File: config.mk
export PLATFORM = sky130hd
export DESIGN_NAME = two_stage_event_controller
export DESIGN_NICKNAME = d
export VERILOG_FILES = /design/src/hw/two_stage_event_controller.v
export VERILOG_INCLUDE_DIRS = /design/src /design/src/hw
export SDC_FILE = /design/constraint.sdc
export NUM_CORES = 1
export LEC_CHECK = 0
export ABC_CLOCK_PERIOD_IN_PS = 5700
export BUFFER_PORTS_ARGS = -buffer_cell sky130_fd_sc_hd__buf_2
export CORE_UTILIZATION = 30
export CTS_CLUSTER_DIAMETER = 60
export DETAILED_ROUTE_END_ITERATION = 8
export SYNTH_ARGS = -nofsm -noshare
export SYNTH_HDL_FRONTEND = slang
export SYNTH_SLANG_ARGS = --single-unit
File: constraint.sdc
create_clock -name i_sys_clk -period 5.7 [get_ports i_sys_clk]
set_input_delay 0.285 -clock i_sys_clk [delete_from_list [all_inputs] [get_ports i_sys_clk]]
set_output_delay 0.285 -clock i_sys_clk [all_outputs]
set_load 0.005 [all_outputs]
File: src/hw/evtctl_defines.vh
// Register offsets, reset values and field layout of the event controller
// What this block does
// - Nine general levels, numbered 7 to 15
// - Fixed priority by level, zero highest
// - Higher event may nest over active ones
// - Sources routed through rewritable assignment registers
// - Default source routing onto levels 7 to 13
// - Latch, mask, pending are 16-bit registers
// - Latch sets/clears; writes only where masked
// - Mask bit set lets latched event through
// - Global enable for general levels, two instructions
// - Pending marks active or nested events, read-only
// - System mask, status, wakeup: 32-bit registers
// - System mask bit passes or blocks source
// - Status bit shows source asserting now
// - Enabled source wakes idle core
// - Pending bits serve as the acknowledgement
// - Latch sets on NMI and general-level rising edges, two-cycle detect
// - Pending set clears latch, next edge queued
// - Pending no sooner than three cycles after edge
// - Return address kept per event, state saved
// - Registers reachable in supervisor mode only
// - Nonmaskable event from watchdog or pin
`ifndef EVTCTL_DEFINES_VH
`define EVTCTL_DEFINES_VH

`define OFS_CORE_LATCH      8'h00
`define OFS_CORE_MASK       8'h04
`define OFS_CORE_PENDING    8'h08
`define OFS_SYS_MASK        8'h0C
`define OFS_SYS_STATUS      8'h10
`define OFS_SYS_WAKE        8'h14
`define OFS_ASSIGN0         8'h18
`define OFS_ASSIGN1         8'h1C
`define OFS_ASSIGN2         8'h20
`define OFS_ASSIGN3         8'h24
`define OFS_GLOBAL_EN       8'h28

`define RST_ASSIGN0         32'h10000000
`define RST_ASSIGN1         32'h33322221
`define RST_ASSIGN2         32'h66655444
`define RST_ASSIGN3         32'h00000000

`define LVL_EMU             4'h0
`define LVL_RESET           4'h1
`define LVL_NMI             4'h2
`define LVL_EXC             4'h3
`define LVL_HWERR           4'h5
`define LVL_TIMER           4'h6
`define LVL_GEN_FIRST       4'h7
`define FIXED_UNMASKED      16'h001F
`define NO_EVENT            5'h10

`endif

File: src/hw/two_stage_event_controller.v
// Two-stage event controller: source routing stage and core event stage
`timescale 1ns/10ps
`include "evtctl_defines.vh"

module two_stage_event_controller #(
	parameter NUM_SRC = 32,
	parameter NUM_GEN = 9
) (
	input  wire        i_sys_clk,
	input  wire        i_rst,
	input  wire [31:0] i_src_irq,
	input  wire        i_nmi_pin,
	input  wire        i_wdog_nmi,
	input  wire        i_emu_evt,
	input  wire        i_reset_evt,
	input  wire        i_exc_evt,
	input  wire        i_hwerr_evt,
	input  wire        i_timer_evt,
	input  wire        i_core_idle,
	input  wire        i_global_enable_instr,
	input  wire        i_global_disable_instr,
	input  wire        i_event_return,
	input  wire [31:0] i_resume_addr,
	input  wire        i_reg_sel,
	input  wire        i_reg_we,
	input  wire        i_supervisor,
	input  wire [7:0]  i_reg_addr,
	input  wire [31:0] i_reg_wdata,
	output reg         o_event_take,
	output reg  [3:0]  o_event_level,
	output reg         o_return_valid,
	output reg  [31:0] o_return_addr,
	output reg  [15:0] o_pending,
	output reg         o_wakeup,
	output reg         o_global_enable,
	output reg  [31:0] o_reg_rdata,
	output reg         o_reg_ack
);

	// Lowest set bit index; bit 4 high when none is set
	function [4:0] first_set;
		input [15:0] v;
		integer j;
		begin
			first_set = `NO_EVENT;
			for (j = 15; j >= 0; j = j - 1) begin
				if (v[j])
					first_set = {1'b0, j[3:0]};
			end
		end
	endfunction

	// Synchronisers for asynchronous pins
	reg [31:0] src_s1_reg;
	reg [31:0] src_s2_reg;
	reg        nmi_s1_reg;
	reg        nmi_s2_reg;

	// System routing stage state
	reg [31:0] sys_mask_reg;
	reg [31:0] sys_wake_reg;
	reg [31:0] assign_reg [0:3];
	reg [NUM_GEN-1:0] gen_in_reg;
	reg [NUM_GEN-1:0] gen_prev_reg;
	reg [NUM_GEN-1:0] gen_edge_reg;
	reg        nmi_prev_reg;
	reg        nmi_edge_reg;

	// Core event stage state
	reg [15:0] latch_reg;
	reg [15:0] mask_reg;
	reg [15:0] pending_reg;
	reg        gen_enable_reg;
	reg [31:0] ret_addr_mem [0:15];

	reg [NUM_GEN-1:0] gen_in_next;
	reg [15:0] latch_next;
	reg [15:0] pending_next;
	reg [15:0] set_vec;
	reg [15:0] eff_mask;
	reg [3:0]  fld;
	reg [31:0] rdata_next;
	reg        take;
	integer    i;
	integer    k;

	wire [4:0] cand;
	wire [4:0] act;
	wire       wr_ok;
	wire [31:0] src_active;
	wire        hit_core_latch;
	wire        hit_core_mask;
	wire        hit_sys_mask;
	wire        hit_sys_wake;
	wire        hit_assign0;
	wire        hit_assign1;
	wire        hit_assign2;
	wire        hit_assign3;

	assign src_active = src_s2_reg & sys_mask_reg;
	assign wr_ok      = i_reg_sel & i_reg_we & i_supervisor;

	// Writable register decode
	assign hit_core_latch = (i_reg_addr == `OFS_CORE_LATCH);
	assign hit_core_mask  = (i_reg_addr == `OFS_CORE_MASK);
	assign hit_sys_mask   = (i_reg_addr == `OFS_SYS_MASK);
	assign hit_sys_wake   = (i_reg_addr == `OFS_SYS_WAKE);
	assign hit_assign0    = (i_reg_addr == `OFS_ASSIGN0);
	assign hit_assign1    = (i_reg_addr == `OFS_ASSIGN1);
	assign hit_assign2    = (i_reg_addr == `OFS_ASSIGN2);
	assign hit_assign3    = (i_reg_addr == `OFS_ASSIGN3);

	// Source pins, two flops
	always @(posedge i_sys_clk) begin
		if (i_rst) begin
			src_s1_reg <= 32'h00000000;
			src_s2_reg <= 32'h00000000;
		end else begin
			src_s1_reg <= i_src_irq;
			src_s2_reg <= src_s1_reg;
		end
	end

	// Nonmaskable pin, two flops
	always @(posedge i_sys_clk) begin
		if (i_rst) begin
			nmi_s1_reg <= 1'b0;
			nmi_s2_reg <= 1'b0;
		end else begin
			nmi_s1_reg <= i_nmi_pin;
			nmi_s2_reg <= nmi_s1_reg;
		end
	end

	// Route each unmasked source onto its assigned general input
	always @* begin
		gen_in_next = {NUM_GEN{1'b0}};
		fld         = 4'h0;
		for (i = 0; i < NUM_SRC; i = i + 1) begin
			fld = assign_reg[i >> 3][(i & 7) * 4 +: 4];
			for (k = 0; k < NUM_GEN; k = k + 1) begin
				if (src_active[i] && (fld == k[3:0]))
					gen_in_next[k] = 1'b1;
			end
		end
	end

	// Two-cycle rising edge detection on the general inputs
	always @(posedge i_sys_clk) begin
		if (i_rst) begin
			gen_in_reg   <= {NUM_GEN{1'b0}};
			gen_prev_reg <= {NUM_GEN{1'b0}};
			gen_edge_reg <= {NUM_GEN{1'b0}};
			nmi_prev_reg <= 1'b0;
			nmi_edge_reg <= 1'b0;
		end else begin
			gen_in_reg   <= gen_in_next;
			gen_prev_reg <= gen_in_reg;
			gen_edge_reg <= gen_in_reg & ~gen_prev_reg;
			nmi_prev_reg <= nmi_s2_reg | i_wdog_nmi;
			nmi_edge_reg <= (nmi_s2_reg | i_wdog_nmi) & ~nmi_prev_reg;
		end
	end

	// Levels 0..3 cannot be masked, level 4 is always masked; general levels also need the global enable
	always @* begin
		eff_mask      = mask_reg | `FIXED_UNMASKED;
		eff_mask[4]   = 1'b0;
		eff_mask[15:7] = mask_reg[15:7] & {NUM_GEN{gen_enable_reg}};
	end

	assign cand = first_set(latch_reg & eff_mask);
	assign act  = first_set(pending_reg);

	// Core event stage next state
	always @* begin
		set_vec        = 16'h0000;
		set_vec[0]     = i_emu_evt;
		set_vec[1]     = i_reset_evt;
		set_vec[2]     = nmi_edge_reg;
		set_vec[3]     = i_exc_evt;
		set_vec[5]     = i_hwerr_evt;
		set_vec[6]     = i_timer_evt;
		set_vec[15:7]  = gen_edge_reg;
		// Accept only an event that outranks everything already active
		take = ~cand[4] & (act[4] | (cand[3:0] < act[3:0]));
		latch_next   = latch_reg;
		pending_next = pending_reg;
		if (wr_ok && hit_core_latch)
			latch_next = (latch_reg & (mask_reg | `FIXED_UNMASKED))
				| (i_reg_wdata[15:0] & ~(mask_reg | `FIXED_UNMASKED));
		if (i_event_return && !act[4])
			pending_next[act[3:0]] = 1'b0;
		if (take) begin
			pending_next[cand[3:0]] = 1'b1;
			latch_next[cand[3:0]]   = 1'b0;
		end
		// A fresh edge wins over the clear in the same cycle
		latch_next = latch_next | set_vec;
	end

	// Latch and pending registers
	always @(posedge i_sys_clk) begin
		if (i_rst) begin
			latch_reg   <= 16'h0000;
			pending_reg <= 16'h0000;
		end else begin
			latch_reg   <= latch_next;
			pending_reg <= pending_next;
		end
	end

	// Entry and return strobes toward the sequencer
	always @(posedge i_sys_clk) begin
		if (i_rst) begin
			o_event_take   <= 1'b0;
			o_event_level  <= 4'h0;
			o_return_valid <= 1'b0;
			o_return_addr  <= 32'h00000000;
		end else begin
			o_event_take   <= take;
			o_event_level  <= take ? cand[3:0] : o_event_level;
			o_return_valid <= i_event_return & ~act[4];
			if (i_event_return && !act[4])
				o_return_addr <= ret_addr_mem[act[3:0]];
		end
	end

	// Resume address saved per level on entry
	always @(posedge i_sys_clk) begin
		if (take)
			ret_addr_mem[cand[3:0]] <= i_resume_addr;
	end

	// Global enable; disable wins
	always @(posedge i_sys_clk) begin
		if (i_rst)
			gen_enable_reg <= 1'b0;
		else if (i_global_disable_instr)
			gen_enable_reg <= 1'b0;
		else if (i_global_enable_instr)
			gen_enable_reg <= 1'b1;
	end

	// Software-written registers
	always @(posedge i_sys_clk) begin
		if (i_rst)
			mask_reg <= 16'h0000;
		else if (wr_ok && hit_core_mask)
			mask_reg <= i_reg_wdata[15:0] & ~`FIXED_UNMASKED;
	end

	// System mask and wakeup enable
	always @(posedge i_sys_clk) begin
		if (i_rst)
			sys_mask_reg <= 32'h00000000;
		else if (wr_ok && hit_sys_mask)
			sys_mask_reg <= i_reg_wdata;
	end

	always @(posedge i_sys_clk) begin
		if (i_rst)
			sys_wake_reg <= 32'h00000000;
		else if (wr_ok && hit_sys_wake)
			sys_wake_reg <= i_reg_wdata;
	end

	// Routing starts from the default map
	always @(posedge i_sys_clk) begin
		if (i_rst) begin
			assign_reg[0] <= `RST_ASSIGN0;
			assign_reg[1] <= `RST_ASSIGN1;
			assign_reg[2] <= `RST_ASSIGN2;
			assign_reg[3] <= `RST_ASSIGN3;
		end else if (wr_ok) begin
			if (hit_assign0)
				assign_reg[0] <= i_reg_wdata;
			else if (hit_assign1)
				assign_reg[1] <= i_reg_wdata;
			else if (hit_assign2)
				assign_reg[2] <= i_reg_wdata;
			else if (hit_assign3)
				assign_reg[3] <= i_reg_wdata;
		end
	end

	// Read mux; outside supervisor mode the space reads as zero
	always @* begin
		rdata_next = 32'h00000000;
		if (!i_supervisor)
			rdata_next = 32'h00000000;
		else if (i_reg_addr == `OFS_CORE_LATCH)
			rdata_next = {16'h0000, latch_reg};
		else if (i_reg_addr == `OFS_CORE_MASK)
			rdata_next = {16'h0000, mask_reg | `FIXED_UNMASKED};
		else if (i_reg_addr == `OFS_CORE_PENDING)
			rdata_next = {16'h0000, pending_reg};
		else if (i_reg_addr == `OFS_SYS_MASK)
			rdata_next = sys_mask_reg;
		else if (i_reg_addr == `OFS_SYS_STATUS)
			rdata_next = src_s2_reg;
		else if (i_reg_addr == `OFS_SYS_WAKE)
			rdata_next = sys_wake_reg;
		else if (i_reg_addr == `OFS_ASSIGN0)
			rdata_next = assign_reg[0];
		else if (i_reg_addr == `OFS_ASSIGN1)
			rdata_next = assign_reg[1];
		else if (i_reg_addr == `OFS_ASSIGN2)
			rdata_next = assign_reg[2];
		else if (i_reg_addr == `OFS_ASSIGN3)
			rdata_next = assign_reg[3];
		else if (i_reg_addr == `OFS_GLOBAL_EN)
			rdata_next = {31'h00000000, gen_enable_reg};
	end

	// Register port answer
	always @(posedge i_sys_clk) begin
		if (i_rst) begin
			o_reg_rdata <= 32'h00000000;
			o_reg_ack   <= 1'b0;
		end else begin
			o_reg_rdata <= i_reg_sel ? rdata_next : 32'h00000000;
			o_reg_ack   <= i_reg_sel;
		end
	end

	// Pending copy toward the sequencer
	always @(posedge i_sys_clk) begin
		if (i_rst)
			o_pending <= 16'h0000;
		else
			o_pending <= pending_next;
	end

	// Wake request and global enable status
	always @(posedge i_sys_clk) begin
		if (i_rst) begin
			o_wakeup        <= 1'b0;
			o_global_enable <= 1'b0;
		end else begin
			o_wakeup        <= i_core_idle & |(src_s2_reg & sys_wake_reg);
			o_global_enable <= gen_enable_reg;
		end
	end

endmodule // two_stage_event_controller

# Word-level counts from Yosys, hierarchy flattened
# Memory sizes are Yosys's and may differ from the RTL's. A register that Yosys moved wholly into a read port is not among the register bits.
# Index checks and enable logic that the tools add are counted.
dict set report totals {
  reg_bits 244
  latch_bits 0
  ramBits 640
  mem_bits_ro 0
  input_bits 120
  memories 2
}
# memory words word_bits rd rd_clocked_by_memory_dff wr line_no
set memory_table {}
lappend memory_table {ret_addr_mem 16 32 1 1 1 two_stage_event_controller.v:74} ;# reg [31:0] ret_addr_mem [0:15];
lappend memory_table {assign_reg 4 32 4 0 4 two_stage_event_controller.v:62} ;# reg [31:0] assign_reg [0:3];
dict set report classes {
  addsub 0
  mul 0
  div 0
  magnitude_cmp 5
  n_eq_ne 266
  shifts 0
  n_mux 369
  n_bitwise 33
  reduce_logical 333
}
# operator count
set op_table {}
lappend op_table {{equality test 4 x 3 -> 1 bit, second input constant} 128}
lappend op_table {{2-to-1 mux 32 bit} 11}
lappend op_table {{2-to-1 mux 1 bit} 317}
lappend op_table {{logical AND 1 bit} 295}
lappend op_table {{equality test 4 x 2 -> 1 bit, second input constant} 64}
lappend op_table {{2-to-1 mux 5 bit} 32}
lappend op_table {{equality test 4 x 1 -> 1 bit, second input constant} 32}
lappend op_table {{equality test 4 bit, second input constant} 32}
lappend op_table {{zero test 4 bit} 32}
lappend op_table {{2-to-1 mux 16 bit} 7}
lappend op_table {{AND 16 bit} 5}
lappend op_table {{AND 32 bit} 2}
lappend op_table {{NOT 16 bit} 3}
lappend op_table {{OR 16 bit} 3}
lappend op_table {{equality test 8 x 5 -> 1 bit, second input constant} 4}
lappend op_table {{OR reduction 32 bit} 1}
lappend op_table {{equality test 8 x 6 -> 1 bit, second input constant} 3}
lappend op_table {{AND 9 bit} 2}
lappend op_table {{equality test 8 x 4 -> 1 bit, second input constant} 2}
lappend op_table {{< comparator 4 x 5 -> 1 bit, second input constant} 2}
lappend op_table {{NOT 9 bit} 1}
lappend op_table {{demux 1 bit (select 4 bit)} 2}
lappend op_table {{equality test 8 x 3 -> 1 bit, second input constant} 1}
lappend op_table {{greater-or-equal comparator 4 x 1 -> 1 bit, second input constant} 2}
lappend op_table {{other kinds (9)} 23}

# Logic depth before layout (Yosys ltp)
# An unclocked memory read counts as a cell.
dict set report depth {
  ltp_word 35
  ltp_mapped 16
  depth_no_buf 13
}

# Worst setup path before layout
# No wires, ideal clock.
dict set report synth_path {
  kind {input port to flip-flop}
  startpoint {input i_reg_addr[2]}
  endpoint {memory assign_reg[2][0], enable pin}
  setup_ns 0.511
  t_arrival_ns 4.608
  slack_ns 0.581
  path_stages 5
  path_buffers 4
  path_cell_list {buf_2 -> buf_1 -> clkbuf_1 -> clkbuf_1 -> o41ai_1}
}
# item line_no
set synth_lines {}
lappend synth_lines {{start: declaration} two_stage_event_controller.v:27} ;# input wire [7:0] i_reg_addr,
lappend synth_lines {{end: declaration} two_stage_event_controller.v:62}

==> impl_metrics.ini <==
[critical_path]
endpoint_kind = register
critPathKind = reg -> reg
worst-path-buf-inv = 2
crit_family = simple AND/OR/NAND/NOR gates
r2r_slack_ps = 770
critical_path_required_ps = 6080
worstPathCellList = nor2_1, o311a_1, nor2_1, o31a_2, inv_1, ha_1, a211oi_1, nand2b_1, o31ai_4, nand3_2, nor2_4, buf_4
cp_slowest_cell = nor2_1
arrival_ps = 5310
cp-start-kind = register
cp_max_fo = 23
slowest_delay_ps = 660
crit_top_cell = nor2_1

[clock_network]
h-tree-depth = 3
cts_tree = built
cts.sink_count = 916
clk_path_buf_depth = 3
clk_pin_slew_ps = 60
cts_buffers = 104
worstSkewPairLatency_ps = 750
cts_root_buf = clkbuf_16

[drt]
viasPerCell = 5.50
wl_per_cell_um = 27.5
routed.top_layer = met5
drt-initial-drc-count = 4054
met1Wirelength_um = 63000
ant_nets = 0
dr.pass1.iters = 9
drt_wl_total_um = 154000
drc = 0
wl_met2_um = 68800
num_vias = 30800
met3WireLength_um = 15900

[floorplan]
initial_core_util_pct = 30.2
die_area_sq_mm = 0.132
io_pins = 209
core_sq_mm = 0.129
chipWidth_um = 363
die_y_um = 363
rows = 132

[power]
power.density_mw_per_mm2 = 338
ir_drop_mv = 0.250
p_leak_nw = 16.5

[global_routing]
overflow = 0
grt_max_degree = 83
grt_pass1_wl_um = 216000
grt_pass1_vias = 28900
grtUsageTotal_pct = 22.8
antenna_found_initial = 7

[synth]
synth_top_area_share_pct = 49.2
synthMostInstantiatedCell = nand2_1
syn_avg_cell_area_sq_um = 11.3
synth_seq_cells = 916
yosys_warnings = 0
async_flop_share_pct = 0
synthCells = 3464
synth.top_cells.by_count = nand2_1 (659), edfxtp_1 (640), dfxtp_1 (276)
ys_types = 93
ys_top_cells_by_area = edfxtp_1 (49%), dfxtp_1 (14%), nand2_1 (6.3%)
synth_seq_area_share_pct = 63.3
mappedNetlistArea_sq_mm = 0.0391
synth_flop_cell = edfxtp_1
synth_top_area_cell = edfxtp_1
synth_edf_count = 640

[cells_and_area]
multi_input_area_sq_mm = 0.0135
largest_reg_flops = 512
regArea_sq_mm = 0.0247
utilization_pct = 36.2
drive_above_1_share_pct = 13.0
syn_to_final_growth_pct = 19.8
insertedDiodeCount = 0
fin_nets = 3893
fillers = 12700

[min_path]
worstHoldPathType = in -> reg

[sta]
min_period_ps = 4930
tightest_slew_ps = 1220
slew_violations = 0
slew_headroom_pct = 18.2
setup_tns_ps = 0
hold_viol = 0
rsz0062_at_grt = no
fmax_mhz = 203
setup_viol = 0
fin_skew_ps = 60.7
min_period_over_period_pct = 86.4

[place]
gp_congestion = 1.07
dp_hpwl_um = 108000
portBuffers = 208

[status]
outcome = completed

[flow_run]
max_cap_viol_count = 0
## kinds of logic (layout without fill, tap and decap cells)
kind of cell / count (synthesis) / in the layout / share of synthesized area, %
adder cells (fa/ha/maj): 3 / 3 / 0.0961
buffers and inverters: 251 / 618 / 2.83
multiplexers: 125 / 125 / 3.23
AND/OR/NAND/NOR: 1453 / 1453 / 18.2
AO/OA/AOI/OAI: 715 / 715 / 12.3
flip-flops: 916 / 916 / 63.3
other: 1 / 32 / 0.00960
## repair_timing
| action | 4_1_cts | 5_1_grt |
|---|---|---|
| hold buffers | 112 | 0 |
| buffers inserted | 0 | 0 |
| hold endpoints to repair | 738 | 0 |
| gates resized for setup | 0 | 0 |
## worst paths after layout
| path | from | end | cells past startpoint |
|---|---|---|---|
| setup / recovery | o_pending[14] | ret_addr_mem[7][17] | 12 |
| hold / removal | i_reg_addr[2] | o_reg_rdata[16] | 3 |
| setup reg to reg | o_pending[14] | ret_addr_mem[7][17] | 12 |
| hold reg to reg | gen_prev_reg[1] | gen_edge_reg[1] | 1 |
## per-layer routing
layer	up-vias	GRT usage [%]
li1	13500	-
met4	4	9.42
met3	298	6.04
met1	15300	30.1
met2	1745	35.3
met5	-	0
## through the flow
stage / hold slack, ps / std cells / power (mW) / instance area, sq um / setup slack, ps
detailed placement: 375 / 5294 / 8.93 / 42100 / 843
floorplan: 362 / 3495 / 8.29 / 39200 / 581
global route: 230 / 5604 / 16.3 / 46800 / 561
CTS: 202 / 5604 / 15.9 / 46800 / 825
global placement: 374 / 5294 / 8.92 / 42100 / 913
finish: 230 / 5604 / 15.8 / 46800 / 773
## cell type report
class	count	area share, %
tap	1742	4.66
inverter	41	0.329
multi-input combinational	2328	28.9
clock buffer	135	6.25
clock inverter	63	1.43
sequential	916	52.9
timing repair buffer	379	5.61
## cell usage in the layout, fill, tap and decap left out, drive strengths merged, types with 32 or more instances in the layout
cell         synthesis  final
nand3               88     88
a21oi              191    191
dfxtp              276    276
conb                 1     32
o21ai              119    119
nand3b              44     44
nand2b              54     54
nor4                46     46
nor3b               36     36
nor3                78     78
nor2               140    140
and2               107    107
o22ai               44     44
clkinv               0     36
a31oi               89     89
nand4               43     43
clkbuf             139    135
nand2              661    661
nor2b               98     98
dlygate4sd3          0    112
mux2i              116    116
buf                 71    267
inv                 41     57
edfxtp             640    640
a22oi               46     46
## where the power goes
part / internal, mW / total (mW) / switching [mW]
registers: 7.35 / 7.59 / 0.238
logic: 0.419 / 1.28 / 0.858
clock network: 4.00 / 6.94 / 2.93
total: 11.8 / 15.8 / 4.03
## worst reg2reg max path: cells and delay by family (launching register included)
kind                     cells  cell delay [ps]
AND/OR/NAND/NOR              5             1850
AO/OA/AOI/OAI                4             1480
buffers and inverters        2              510
adder cells (fa/ha/maj)      1              190
flip-flops                   1              460
(Power assumes the default switching activity.)
